==> src/common/cpm_pkg.sv <==
package cpm_pkg;

    localparam int ADDR_W = 12;
    localparam int DATA_W = 32;
    localparam int ID_W = 29;
    localparam int BYTE_CNT = 8;

    // Register byte addresses
    localparam logic [11:0] OFS_EXP_ID = 12'hB0C;
    localparam logic [11:0] OFS_EDL_0_3 = 12'hB14;
    localparam logic [11:0] OFS_EDL_4_7 = 12'hB18;
    localparam logic [11:0] OFS_ID_MASK_HIGH = 12'hB1C;
    localparam logic [11:0] OFS_DATA_MASK_HIGH_0_3 = 12'hB20;
    localparam logic [11:0] OFS_MATCH_CTRL = 12'hB30;
    localparam logic [11:0] OFS_MATCH_STATUS = 12'hB34;

    // Reset values
    localparam logic [31:0] RST_EXP_ID = 32'h00000000;
    localparam logic [31:0] RST_EDL = 32'h00000000;
    localparam logic [31:0] RST_ID_MASK_HIGH = 32'h00000000;
    localparam logic [31:0] RST_DATA_MASK_HIGH = 32'h00000000;
    localparam logic [3:0] RST_MATCH_CTRL = 4'h0;

    // Field positions
    localparam int POS_FORMAT_BIT = 30;
    localparam int POS_REMOTE_BIT = 29;
    localparam int POS_ID_FILTER_SEL = 0;
    localparam int POS_DATA_FILTER_SEL = 2;
    localparam int POS_ST_ID_MATCH = 0;
    localparam int POS_ST_DATA_MATCH = 1;
    localparam int POS_ST_FRAME_MATCH = 2;
    localparam int POS_ST_WR_BLOCKED = 3;
    localparam int STD_ID_LSB = 18;

    // Writable bits of the identifier registers (bit 31 reserved)
    localparam logic [31:0] ID_REG_WMASK = 32'h7FFFFFFF;
    localparam logic [28:0] STD_ID_KEEP = 29'h1FFC0000;

    typedef enum logic [1:0] {
        CPM_FT_MASK = 2'b00,
        CPM_FT_EXACT_A = 2'b01,
        CPM_FT_EXACT_B = 2'b10,
        CPM_FT_RANGE = 2'b11
    } cpm_ft_t;

    typedef struct packed {
        logic [ID_W-1:0] id;
        logic ide;
        logic rtr;
        logic [63:0] data;
    } cpm_frame_t;

    typedef struct packed {
        logic id_match;
        logic data_match;
        logic frame_match;
    } cpm_result_t;

endpackage

==> src/verilog/cpm_field_cmp.sv <==
`timescale 1ns/100ps
module cpm_field_cmp #(
    parameter int WIDTH = 8
) (
    input wire logic [WIDTH-1:0] rx_value, // Received field
    input wire logic [WIDTH-1:0] low_value, // Expected value or lower bound
    input wire logic [WIDTH-1:0] high_value, // Mask or upper bound
    input wire cpm_pkg::cpm_ft_t filter_type, // Filter type select
    output logic hit // Field matches
);

    always_comb begin
        unique case (filter_type)
            cpm_pkg::CPM_FT_MASK: begin
                hit = ((rx_value ^ low_value) & high_value) == '0;
            end
            cpm_pkg::CPM_FT_EXACT_A, cpm_pkg::CPM_FT_EXACT_B: begin
                hit = rx_value == low_value;
            end
            cpm_pkg::CPM_FT_RANGE: begin
                hit = (rx_value >= low_value) && (rx_value <= high_value);
            end
        endcase
    end

endmodule

==> src/verilog/cpm_match_cfg.sv <==
// The implementer's own choice: the plain strobed port.
`timescale 1ns/100ps
module cpm_match_cfg (
    input wire logic clock, // System clock
    input wire logic sys_rst, // Synchronous reset, active high
    input wire logic [11:0] reg_addr, // Register byte address
    input wire logic [31:0] reg_wdata, // Write data
    input wire logic reg_wr, // Write strobe
    input wire logic reg_rd, // Read strobe
    output logic [31:0] reg_rdata, // Read data, cycle after strobe
    input wire logic inactive_mode, // Controller is in inactive mode
    input wire logic [31:0] data_high_4_7, // Mask or upper bound, bytes 4-7
    input wire logic frame_valid, // Candidate frame present
    input wire cpm_pkg::cpm_frame_t frame, // Candidate frame fields
    output logic match_valid, // Result pulse
    output cpm_pkg::cpm_result_t match_result // Result of last frame
);

    logic [31:0] exp_id_r;
    logic [31:0] edl_0_3_r;
    logic [31:0] edl_4_7_r;
    logic [31:0] id_mask_high_r;
    logic [31:0] data_mask_high_r;
    logic [3:0] match_ctrl_r;
    logic wr_blocked_r;
    logic [31:0] reg_rdata_r;
    logic match_valid_r;
    cpm_pkg::cpm_result_t match_result_r;

    logic cfg_hit;
    logic cfg_wr_ok;
    cpm_pkg::cpm_ft_t id_ft;
    cpm_pkg::cpm_ft_t data_ft;
    logic [28:0] id_keep;
    logic [28:0] rx_id_cmp;
    logic [28:0] exp_id_cmp;
    logic [28:0] id_high_cmp;
    logic id_field_hit;
    logic format_hit;
    logic remote_hit;
    logic id_hit;
    logic [63:0] low_bytes;
    logic [63:0] high_bytes;
    logic [cpm_pkg::BYTE_CNT-1:0] byte_hit;
    logic data_hit;

    // Register decode
    always_comb begin
        cfg_hit = (reg_addr == cpm_pkg::OFS_EXP_ID) || (reg_addr == cpm_pkg::OFS_EDL_0_3)
            || (reg_addr == cpm_pkg::OFS_EDL_4_7) || (reg_addr == cpm_pkg::OFS_ID_MASK_HIGH)
            || (reg_addr == cpm_pkg::OFS_DATA_MASK_HIGH_0_3) || (reg_addr == cpm_pkg::OFS_MATCH_CTRL);
    end

    assign cfg_wr_ok = reg_wr && cfg_hit && inactive_mode;

    // Matching configuration; held while the controller is active
    always_ff @(posedge clock) begin
        if (sys_rst) begin
            exp_id_r <= cpm_pkg::RST_EXP_ID;
            edl_0_3_r <= cpm_pkg::RST_EDL;
            edl_4_7_r <= cpm_pkg::RST_EDL;
            id_mask_high_r <= cpm_pkg::RST_ID_MASK_HIGH;
            data_mask_high_r <= cpm_pkg::RST_DATA_MASK_HIGH;
            match_ctrl_r <= cpm_pkg::RST_MATCH_CTRL;
        end else if (cfg_wr_ok) begin
            unique case (reg_addr)
                cpm_pkg::OFS_EXP_ID: begin
                    exp_id_r <= reg_wdata & cpm_pkg::ID_REG_WMASK;
                end
                cpm_pkg::OFS_EDL_0_3: begin
                    edl_0_3_r <= reg_wdata;
                end
                cpm_pkg::OFS_EDL_4_7: begin
                    edl_4_7_r <= reg_wdata;
                end
                cpm_pkg::OFS_ID_MASK_HIGH: begin
                    id_mask_high_r <= reg_wdata & cpm_pkg::ID_REG_WMASK;
                end
                cpm_pkg::OFS_DATA_MASK_HIGH_0_3: begin
                    data_mask_high_r <= reg_wdata;
                end
                default: begin
                    match_ctrl_r <= reg_wdata[3:0];
                end
            endcase
        end
    end

    // Sticky flag for a refused write; a new refusal wins over the clear
    always_ff @(posedge clock) begin
        if (sys_rst) begin
            wr_blocked_r <= 1'b0;
        end else if (reg_wr && cfg_hit && !inactive_mode) begin
            wr_blocked_r <= 1'b1;
        end else if (reg_wr && reg_addr == cpm_pkg::OFS_MATCH_STATUS
                && reg_wdata[cpm_pkg::POS_ST_WR_BLOCKED]) begin
            wr_blocked_r <= 1'b0;
        end
    end

    // Read port; unmapped addresses read zero
    always_ff @(posedge clock) begin
        if (sys_rst) begin
            reg_rdata_r <= 32'h00000000;
        end else if (reg_rd) begin
            unique case (reg_addr)
                cpm_pkg::OFS_EXP_ID: reg_rdata_r <= exp_id_r;
                cpm_pkg::OFS_EDL_0_3: reg_rdata_r <= edl_0_3_r;
                cpm_pkg::OFS_EDL_4_7: reg_rdata_r <= edl_4_7_r;
                cpm_pkg::OFS_ID_MASK_HIGH: reg_rdata_r <= id_mask_high_r;
                cpm_pkg::OFS_DATA_MASK_HIGH_0_3: reg_rdata_r <= data_mask_high_r;
                cpm_pkg::OFS_MATCH_CTRL: reg_rdata_r <= {28'h0000000, match_ctrl_r};
                cpm_pkg::OFS_MATCH_STATUS: begin
                    reg_rdata_r <= {28'h0000000, wr_blocked_r, match_result_r.frame_match,
                        match_result_r.data_match, match_result_r.id_match};
                end
                default: reg_rdata_r <= 32'h00000000;
            endcase
        end else begin
            reg_rdata_r <= 32'h00000000;
        end
    end

    assign reg_rdata = reg_rdata_r;

    assign id_ft = cpm_pkg::cpm_ft_t'(match_ctrl_r[cpm_pkg::POS_ID_FILTER_SEL +: 2]);
    assign data_ft = cpm_pkg::cpm_ft_t'(match_ctrl_r[cpm_pkg::POS_DATA_FILTER_SEL +: 2]);

    // Standard frames drop the low identifier bits from every operand
    assign id_keep = frame.ide ? {cpm_pkg::ID_W{1'b1}} : cpm_pkg::STD_ID_KEEP;
    assign rx_id_cmp = frame.id & id_keep;
    assign exp_id_cmp = exp_id_r[28:0] & id_keep;
    assign id_high_cmp = id_mask_high_r[28:0] & id_keep;

    cpm_field_cmp #(
        .WIDTH(cpm_pkg::ID_W)
    ) u_id_cmp (
        .rx_value(rx_id_cmp),
        .low_value(exp_id_cmp),
        .high_value(id_high_cmp),
        .filter_type(id_ft),
        .hit(id_field_hit)
    );

    assign format_hit = !id_mask_high_r[cpm_pkg::POS_FORMAT_BIT]
        || (frame.ide == exp_id_r[cpm_pkg::POS_FORMAT_BIT]);
    assign remote_hit = !id_mask_high_r[cpm_pkg::POS_REMOTE_BIT]
        || (frame.rtr == exp_id_r[cpm_pkg::POS_REMOTE_BIT]);
    assign id_hit = id_field_hit && format_hit && remote_hit;

    // Bytes 0 and 4 sit in the top lane of their words
    assign low_bytes = {edl_0_3_r, edl_4_7_r};
    assign high_bytes = {data_mask_high_r, data_high_4_7};

    genvar gi;
    generate
        for (gi = 0; gi < cpm_pkg::BYTE_CNT; gi++) begin : g_byte
            cpm_field_cmp #(
                .WIDTH(8)
            ) u_byte_cmp (
                .rx_value(frame.data[63 - 8 * gi -: 8]),
                .low_value(low_bytes[63 - 8 * gi -: 8]),
                .high_value(high_bytes[63 - 8 * gi -: 8]),
                .filter_type(data_ft),
                .hit(byte_hit[gi])
            );
        end
    endgenerate

    assign data_hit = &byte_hit;

    // Result registered on each candidate frame
    always_ff @(posedge clock) begin
        if (sys_rst) begin
            match_valid_r <= 1'b0;
        end else begin
            match_valid_r <= frame_valid;
        end
    end

    always_ff @(posedge clock) begin
        if (sys_rst) begin
            match_result_r <= '0;
        end else if (frame_valid) begin
            match_result_r.id_match <= id_hit;
            match_result_r.data_match <= data_hit;
            match_result_r.frame_match <= id_hit && data_hit;
        end
    end

    assign match_valid = match_valid_r;
    assign match_result = match_result_r;

endmodule

==> config.mk <==
export PLATFORM = sky130hd
export DESIGN_NAME = cpm_match_cfg
export DESIGN_NICKNAME = d
export VERILOG_FILES = /design/src/common/cpm_pkg.sv /design/src/verilog/cpm_field_cmp.sv /design/src/verilog/cpm_match_cfg.sv
export SDC_FILE = /design/constraint.sdc
export NUM_CORES = 1
export LEC_CHECK = 0
export ABC_AREA = 1
export BUFFER_PORTS_ARGS = -buffer_cell sky130_fd_sc_hd__buf_2
export CAP_MARGIN = 15
export CORE_UTILIZATION = 40
export CTS_CLUSTER_SIZE = 12
export DETAILED_ROUTE_END_ITERATION = 6
export PLACE_DENSITY = 0.65
export SYNTH_ARGS = -nofsm -noshare
export SYNTH_HDL_FRONTEND = slang
export SYNTH_SLANG_ARGS = --single-unit
==> constraint.sdc <==
create_clock -name clock -period 2.96 [get_ports clock]
set_input_delay 0.296 -clock clock [delete_from_list [all_inputs] [get_ports clock]]
set_output_delay 0.296 -clock clock [all_outputs]
set_load 0.01 [all_outputs]
==> results.md, run 1 <==
- Outcome: complete, no violations
- Clk pin slew, worst setup/hold paths: 0.08 ns
- CP startpoint: edl_0_3_r[6]$_SDFFE_PP0P_
- Fin crit share: 83.5%
- Total Neg Setup Slack: 0 ns
- Endpoint type of the worst setup path: flip-flop
- Cts hold-fix bufs: 0
- Slew @ Worst Pin: 0.886 ns
- Place WS: 0.341 ns
- Max-slew violations: 0
- Num ports: 213
- FF-to-FF setup slack: 0.49 ns
- DR iter-0 viols: 1,049
- Max-slew headroom: 40.9%
- Vias in the first global route: 12,600
- Startpoint types: flip-flop
- Top FF cell, synth: dfxtp_1
- Filler cell count in the final layout: 3,477
- Min-delay src: frame_valid
- Die Span Y: 189 um
- Top cells by count, synth: 326 x inv_1, 317 x nand2_1, 268 x nor2_1
- Multi-input gate area: 0.00832 sq mm
- Final setup violation count: 0
- Total core area: 0.0339 sq mm
- Area contributors post-synth: dfxtp_1 29%, ha_1 17%, inv_1 8.8%
- Worst EP required: 3.34 ns
- LEAKAGE: 7.15 nW
- H-Tree Depth: 4
- Cell taking the most area after synthesis: dfxtp_1
- Setup ws final: 0.489 ns
- Post-Syn Nets: 2,260
- Clock skew: 0.0101 ns
- GRT Residual Overflow: 0
- Synth top area share: 28.6%
- Placement Rows: 67
- Routed len/inst: 18.8 um
- Share of flip-flops with an asynchronous set or reset: 0%
- CTS Buf Count: 17
- Avg Cell Area, Syn: 7.34 sq um
- FF-to-FF End: match_result[0]$_SDFFE_PP0P_
- Tmin final: 2.47 ns
- Critical path arrival: 2.85 ns
- Largest net degree at the start of global routing: 151
- Synthesized flop and latch total: 199
- Final-report hold violation count: 0
- FMAX: 405 MHz
- Power Dens Cells: 364 mW/mm^2
- Vias per Instance: 5.34
- NumNets Final: 2,436
- IO buf count: 212
- Layout cell share with drive strength beyond 1: 16.7%
- MaxCap Viol Count: 0
- Hold Path End: match_result[0]$_SDFFE_PP0P_
- WHS Path Cells: 2
- Worst-Skew Late Latency: 0.44 ns
- Root Driver: clkbuf_16
- VDD IR max: 0.376 mV
- Residual DRC count: 0
- Effective utilization at floorplan: 41.1%
- DR vias: 13,500
- Path depth of the worst reg2reg path: 16
- Sequential cell area: 0.00398 sq mm
- DIE AREA: 0.0356 sq mm
- Post-Syn Area: 0.0139 sq mm
- Library cells used by synthesis: 40
- Post-CTS setup repair buffer count: 0
- Routed WL: 47.6 mm
- First-pass GRT wire length: 71.6 mm
- Global Route Usage Sum: 26.4%
- Reg-to-Reg Start: edl_0_3_r[6]$_SDFFE_PP0P_
- PostCTS Resize Cnt: 0
- Clock sinks: 199
- Clock Path Buffers: 2
- Detail Route Antenna Nets: 0
- Initial antenna violation count: 2
- Drt first pass iters: 5
- CTS tree: built
- Seq/Total Area, Yosys: 28.6%
- Setup CP Type: reg -> reg
- P&R area growth vs syn: 14.1%
- Post-synth EDFFs: 0
- Dpl hpwl: 38.3 mm
- Die X: 189 um
- Crit-path max FO: 3
- Worst hold path type: in -> reg
- RSZ-0062 raised after global routing: false
- Final Wtd Congestion: 0.930
- Synthesis Warnings: 0
- Cells after Synth: 1,898
- Most common cell in the netlist: inv_1
==> worst max path at each step <==
| stage | endpoint | depth (start not counted) |
|---|---|---|
| 3_3_place_gp | match_result[2]$_SDFFE_PP0P_ | 14 |
| 4_1_cts | match_result[0]$_SDFFE_PP0P_ | 16 |
| 6_report | match_result[0]$_SDFFE_PP0P_ | 16 |
| 2_1_floorplan | match_result[0]$_SDFFE_PP0P_ | 19 |
| 3_5_place_dp | match_result[0]$_SDFFE_PP0P_ | 14 |
| 5_1_grt | match_result[0]$_SDFFE_PP0P_ | 14 |
==> through the flow <==
stage / cell area, sq um / hold WS (ns) / total power [W] / utilization, % / cells
after floorplan: 13900 / 0.387 / 0.00319 / - / 1898
after global placement: 15300 / 0.467 / 0.00353 / 45.3 / 2503
after detailed placement: 15300 / 0.480 / 0.00355 / 45.3 / 2503
after CTS: 15900 / 0.0944 / 0.00580 / 46.9 / 2530
after global routing: 15900 / 0.107 / 0.00602 / 47.0 / 2532
final: 15900 / 0.110 / 0.00579 / 47.0 / 2532
==> cell usage in the layout, fill, tap and decap left out, drive strengths merged, types with 19 or more instances in the layout <==
master and n:
nand3 40, o22ai 102, nand4 22, buf 231, nor2 270, ha 185, inv 327, clkbuf 19
a21oi 85, a211oi 189, dfxtp 199, nand2 325, o21ai 24
==> per-layer routing <==
metal / GRT usage (%) / share of wire [%] / up-vias
li1: - / - / 6749
met1: 38.4 / 49 / 6248
met2: 38.8 / 41 / 456
met3: 4.08 / 6.6 / 63
met4: 9.52 / 3.1 / 0
met5: 0 / 0 / -
==> logic make-up after synthesis <==
logic type      count (synthesis)  synth area share [%]
flops                         199                  28.6
compound gates                424                  22.5
simple gates                  690                  20.6
buf+inv                       400                  11.8
fa+ha+maj                     185                  16.6
==> registers in the layout, indices dropped and copies added (netlist names) <==
signal,cells
edl_4_7_r,32
exp_id_r,31
data_mask_high_r,32
match_valid,1
match_ctrl_r,4
id_mask_high_r,31
reg_rdata,32
wr_blocked_r,1
edl_0_3_r,32
match_result,3
==> critical path, cell delays in order (launching register included) <==
cell and delay (ns):
dfxtp_1 0.31, inv_1 0.07, ha_1 0.36, nand2_1 0.09
nor2_1 0.25, nand4_1 0.14, nand2_1 0.08, inv_1 0.04
nand2_1 0.13, nand4_1 0.11, nor2_1 0.10, nand3_1 0.14
nand2_1 0.22, nand2_1 0.11, nand2_1 0.09, nand2_1 0.05
a21oi_1 0.10
==> where the power goes <==
| part | internal [W] | switching (W) |
|---|---|---|
| Sequential | 0.00268 | 0.00000170 |
| Clock | 0.00127 | 0.00103 |
| Combinational | 0.000314 | 0.000501 |
==> final cells by class <==
cell class	instances	area share, %
antenna	2	0.0315
clock buffer	19	2.85
clock inverter	8	0.645
inverter	326	7.69
multi-input combinational	1299	52.3
sequential	199	25.0
tap	448	3.52
timing repair buffer	231	7.92
(Power assumes the default switching activity.)
==> run 2, diff against run 1 <==
==> constraint.sdc (replaced) <==
create_clock -name clock -period 2.3 [get_ports clock]
set_input_delay 0.23 -clock clock [delete_from_list [all_inputs] [get_ports clock]]
set_output_delay 0.23 -clock clock [all_outputs]
set_load 0.01 [all_outputs]
==> run 2 against run 1 <==
Net effect:
- routed wire length up 2.5%
- die area unchanged
- utilization up 2.8 points
- clock skew up 0.00075 ns
- cell count up 2.4%
==> results.md, run 2 (synthesized netlist as in run 1, its figures left out) <==
- Final setup violation count: 0 (unchanged)
- P&R area growth vs syn: 21.0%
- Worst hold path type: in -> reg
- Clock skew: 0.0109 ns (+0.000750 ns)
- CTS Buf Count: 17 (unchanged)
- Commonest non-fill, non-tap cells in the layout: 312 x inv_1, 312 x nand2_1, 258 x nor2_1
- Initial antenna violation count: 0 (-2)
- Delay-heaviest family, CP: simple AND/OR/NAND/NOR gates
- Total core area: 0.0339 sq mm (unchanged)
- Slew @ Worst Pin: 0.541 ns (-0.346 ns)
- Root Driver: clkbuf_16
- Effective utilization at floorplan: 41.1% (unchanged)
- ANT cells: 0 (-2)
- Clock Path Buffers: 2 (unchanged)
- Critical path arrival: 2.56 ns (-0.29 ns)
- Die Span Y: 189 um (unchanged)
- Util after Layout: 49.8% (+2.8 points)
- Max stage delay on crit path: 0.33 ns (-0.03 ns)
- Routed len/inst: 18.8 um (about the same)
- Max-slew violations: 0 (unchanged)
- Detail Route Antenna Nets: 0 (unchanged)
- Inst Count DP: 2,563 (+2.4%)
- MaxCap Viol Count: 0 (unchanged)
- Num ports: 213 (unchanged)
- CP Buf/Inv Count: 3 (+1)
- Residual DRC count: 0 (unchanged)
- Worst EP required: 2.68 ns (-0.66 ns)
- Layout cell share with drive strength beyond 1: 22.2% (+5.5 points)
- NumNets Final: 2,496 (+2.5%)
- Setup CP Type: reg -> reg
- Fin crit share: 94.8% (+11 points)
- Final Wtd Congestion: 0.937 (+0.77%)
- Total Neg Setup Slack: 0 ns (unchanged)
- Worst-Skew Late Latency: 0.45 ns (about the same)
- Cts hold-fix bufs: 0 (unchanged)
- Placement Rows: 67 (unchanged)
- Slowest stage cell, crit path: ha_4
- Largest net degree at the start of global routing: 90 (-40%)
- Vias per Instance: 5.32 (-0.42%)
- H-Tree Depth: 4 (unchanged)
- GRT Residual Overflow: 0 (unchanged)
- First-pass GRT wire length: 73.7 mm (+3.0%)
- FMAX: 459 MHz (+13%)
- CP cell instances: inv_1 > ha_4 > nand2_1 > inv_2 > nand3_2 > nor4_2 > buf_4 > nand2_1 > a21boi_0 > nand2_1 > nand2_1 > nand2_1 > nand2_1 > nand2_1 > a21oi_1
- Endpoint type of the worst setup path: flip-flop
- IO buf count: 212 (unchanged)
- Crit-path max FO: 4 (+1)
- Clock sinks: 199 (unchanged)
- Power after layout: 0.00754 W (+30%)
- CTS tree: built
- Die X: 189 um (unchanged)
- DIE AREA: 0.0356 sq mm (unchanged)
- Routed WL: 48.8 mm (+2.5%)
- Vias in the first global route: 12,900 (+2.6%)
- Non-Filler Instances: 2,594 (+2.4%)
- Dpl hpwl: 39.4 mm (+2.9%)
- Startpoint types: flip-flop
- DR iter-0 viols: 1,080 (+3.0%)
- Clk pin slew, worst setup/hold paths: 0.07 ns (about the same)
- Place WS: -0.0399 ns (-0.381 ns)
- Tmin final: 2.18 ns (-0.290 ns)
- Setup ws final: 0.119 ns (-0.370 ns)
- Global Route Usage Sum: 27.1% (+0.74 points)
- Crit-path most repeated cell: nand2_1
- Power Dens Cells: 447 mW/mm^2 (+23%)
- DR vias: 13,800 (+2.0%)
- Outcome: complete, no violations
- Final-report hold violation count: 0 (unchanged)
- LEAKAGE: 7.51 nW (+5.1%)
- Drt first pass iters: 5 (unchanged)
- Max-slew headroom: 63.9% (+23 points)
- VDD IR max: 0.534 mV (+42%)
run 2: cell types whose count changed in the layout (fill, tap and decap cells not counted), sizes merged:
cell,before,now
buf,231,291
inv,327,331
clkinv,3,5
diode,2,0
bufinv,2,1
clkbuf,19,18
run 2: cell type report:
class | instances | area, sq um
clock buffers | 18 | 439
clock inverters | 13 | 120
fillers | 3483 | 17000
inverters | 326 | 1220
multi-input cells | 1299 | 8690
flip-flops and latches | 199 | 3990
well taps | 448 | 561
repair buffers | 291 | 1840
run 2: timing repair:
action	4_1_cts	5_1_grt
setup endpoints to repair	0	3
buffers inserted	0	0
gates resized for setup	0	69
run 2: through the flow:
stage | hold WS [ns] | cell area (sq um)
global route | 0.0509 | 16900
CTS | 0.0397 | 16500
global placement | 0.462 | 15900
floorplan | 0.321 | 13900
detailed placement | 0.467 | 15900
finish | 0.0559 | 16900
run 2: power by group:
part           total [W]  internal (W)  switching, W  leakage (nW)
combinational    0.00113      0.000451      0.000674          5.63
sequential       0.00345       0.00344    0.00000224          1.61
clock            0.00297       0.00153       0.00144         0.275
total            0.00754       0.00543       0.00212          7.51
run 2: worst paths after layout:
kind | startpoint | endpoint | slack, ns | cells after the start
min | frame_valid | match_result[0]$_SDFFE_PP0P_ | 0.06 | 2
max reg2reg | exp_id_r[24]$_SDFFE_PP0P_ | match_result[2]$_SDFFE_PP0P_ | 0.12 | 15
min reg2reg | id_mask_high_r[29]$_SDFFE_PP0P_ | id_mask_high_r[29]$_SDFFE_PP0P_ | 0.48 | 2
max | exp_id_r[24]$_SDFFE_PP0P_ | match_result[2]$_SDFFE_PP0P_ | 0.12 | 15
run 2: routing by layer:
layer / GRT usage (%) / routed length, um / vias to the layer above / share of wire (%)
li1: - / - / 6880 / -
met1: 40.0 / 23700 / 6372 / 49
met2: 40.4 / 20900 / 486 / 43
met3: 3.76 / 3020 / 51 / 6.2
met4: 8.19 / 1120 / 0 / 2.3
met5: 0 / 0 / - / 0
==> run 3, diff against run 2 <==
--- a/config.mk
+++ b/config.mk
@@ -11,7 +11,6 @@
 export CORE_UTILIZATION = 40
 export CTS_CLUSTER_SIZE = 12
 export DETAILED_ROUTE_END_ITERATION = 6
-export PLACE_DENSITY = 0.65
 export SYNTH_ARGS = -nofsm -noshare
 export SYNTH_HDL_FRONTEND = slang
 export SYNTH_SLANG_ARGS = --single-unit
==> run 3 against run 2 <==
Net effect:
- setup slack lost 0.0067 ns
- non-clock buffer count is 29 higher
- clock-buffer cell count up 2
- utilization increased by 0.40 points
- clock skew fell by 0.0037 ns
- critical path type unchanged
- critical endpoint unchanged
==> results.md, run 3 (synthesized netlist as in run 1, its figures left out) <==
- Final Wtd Congestion: 0.988 (+5.4%)
- Drt first pass iters: 6 (+1)
- VDD IR max: 0.413 mV (-23%)
- Initial antenna violation count: 3 (+3)
- Endpoint type of the worst setup path: flip-flop
- Die X: 189 um (unchanged)
- Die Span Y: 189 um (unchanged)
- CP Buf/Inv Count: 3 (unchanged)
- Final setup violation count: 0 (unchanged)
- Vias in the first global route: 13,000 (+0.50%)
- Place WS: -0.179 ns (-0.139 ns)
- Routed WL: 49.5 mm (+1.4%)
- Crit-path max FO: 3 (-1)
- Clk pin slew, worst setup/hold paths: 0.07 ns (about the same)
- Power after layout: 0.00769 W (+1.9%)
- Detail Route Antenna Nets: 0 (unchanged)
- H-Tree Depth: 4 (unchanged)
- Vias per Instance: 5.28 (-0.61%)
- Dpl hpwl: 40.1 mm (+1.8%)
- Largest net degree at the start of global routing: 147 (+63%)
- DR vias: 13,900 (+0.62%)
- Delay-heaviest family, CP: simple AND/OR/NAND/NOR gates
- DR iter-0 viols: 1,022 (-5.4%)
- Total core area: 0.0339 sq mm (unchanged)
- Critical path arrival: 2.56 ns (about the same)
- Global Route Usage Sum: 27.5% (+0.41 points)
- Non-Filler Instances: 2,626 (+1.2%)
- Max-slew violations: 0 (unchanged)
- Clock Path Buffers: 2 (unchanged)
- Final instance area: 0.0170 sq mm (+0.79%)
- NumNets Final: 2,525 (+1.2%)
- LEAKAGE: 7.65 nW (+1.8%)
- Setup ws final: 0.113 ns (-0.00668 ns)
- Outcome: complete, no violations
- Slowest stage cell, crit path: ha_1
- CP cell instances: inv_1 > ha_1 > nand2_1 > inv_1 > nand3_1 > nor4_2 > buf_4 > nand2_1 > a21boi_0 > nand2_1 > nand2_1 > nand2_1 > nand2_1 > nand2_1 > a21oi_1
- Grt met3 use: 4.02% (+0.26 points)
- Root Driver: clkbuf_16
- GRT Residual Overflow: 0 (unchanged)
- First-pass GRT wire length: 74.3 mm (+0.72%)
- Worst EP required: 2.68 ns (about the same)
- RSZ-0062 raised after global routing: true
- Inst Count DP: 2,590 (+1.1%)
- Total Neg Setup Slack: 0 ns (unchanged)
- Worst-Skew Late Latency: 0.44 ns (about the same)
- Tmin final: 2.19 ns (+0.00668 ns)
- DIE AREA: 0.0356 sq mm (unchanged)
- Commonest non-fill, non-tap cells in the layout: 315 x inv_1, 315 x nand2_1, 256 x nor2_1
- CTS tree: built
- Clock skew: 0.00721 ns (-0.00368 ns)
- Layout cell share with drive strength beyond 1: 22.3% (+0.072 points)
- Final-report hold violation count: 0 (unchanged)
- Clock sinks: 199 (unchanged)
- Fin crit share: 95.1% (+0.29 points)
- Startpoint types: flip-flop
- Max stage delay on crit path: 0.34 ns (about the same)
- Slew @ Worst Pin: 0.931 ns (+0.390 ns)
- CTS Buf Count: 17 (unchanged)
- GR Util met1: 40.4% (+0.45 points)
- FMAX: 457 MHz (-0.31%)
- IO buf count: 212 (unchanged)
- P&R area growth vs syn: 22.0%
- Post-DP Area: 0.0161 sq mm (+1.3%)
- Routed len/inst: 18.8 um (+0.17%)
- Effective utilization at floorplan: 41.1% (unchanged)
- Crit-path most repeated cell: nand2_1
- MaxCap Viol Count: 0 (unchanged)
- Max-slew headroom: 38.0% (-26 points)
- Placement Rows: 67 (unchanged)
- Residual DRC count: 0 (unchanged)
- Cts hold-fix bufs: 0 (unchanged)
- Busiest grt layer: met2
- Num ports: 213 (unchanged)
- Met2 GRT Util: 40.6% (+0.24 points)
- Setup CP Type: reg -> reg
- Worst hold path type: in -> reg
- Power Dens Cells: 452 mW/mm^2 (+1.1%)
==> run 3: layout make-up <==
type	instances	area, sq um
sequential	199	3990
multi-input combinational	1299	8580
antenna	3	7.51
clock inverter	11	150
clock buffer	20	437
inverter	326	1220
fill	3438	16900
tap	448	561
timing repair buffer	320	2050
==> run 3: through the flow <==
step	hold WS (ns)	util (%)
floorplan	0.321	-
global placement	0.464	47.6
detailed placement	0.470	47.6
CTS	0.0284	49.3
global route	0.0335	50.2
finish	0.0434	50.2
==> run 3: worst reg2reg max path, delay by kind of cell, from the launching register on <==
kind / cells / cell delay, ns
fa+ha+maj: 1 / 0.34
flops: 1 / 0.31
compound gates: 2 / 0.28
simple gates: 9 / 0.86
buf+inv: 3 / 0.35
==> run 3: per-layer routing <==
layer	wire, um	up-vias	share of wire [%]
met1	23900	6356	48
li1	-	6945	-
met3	3420	62	6.9
met4	1290	0	2.6
met5	0	-	0
met2	20800	511	42
==> run 3: repair_timing <==
action	in CTS	in global routing
buffers inserted	0	2
gates resized for setup	0	48
setup endpoints to repair	0	3
==> run 3: where the power goes <==
part | switching, W | total, W | internal (W)
Clock | 0.00139 | 0.00311 | 0.00171
Combinational | 0.000675 | 0.00114 | 0.000462
Sequential | 0.00000193 | 0.00345 | 0.00344
Total | 0.00207 | 0.00769 | 0.00562
==> run 3: worst paths after layout <==
check | from | endpoint | slack (ns) | cells past startpoint
hold reg to reg | wr_blocked_r$_SDFFE_PP0P_ | wr_blocked_r$_SDFFE_PP0P_ | 0.48 | 2
setup / recovery | exp_id_r[22]$_SDFFE_PP0P_ | match_result[2]$_SDFFE_PP0P_ | 0.11 | 15
setup reg to reg | exp_id_r[22]$_SDFFE_PP0P_ | match_result[2]$_SDFFE_PP0P_ | 0.11 | 15
hold / removal | frame_valid | match_result[0]$_SDFFE_PP0P_ | 0.04 | 2
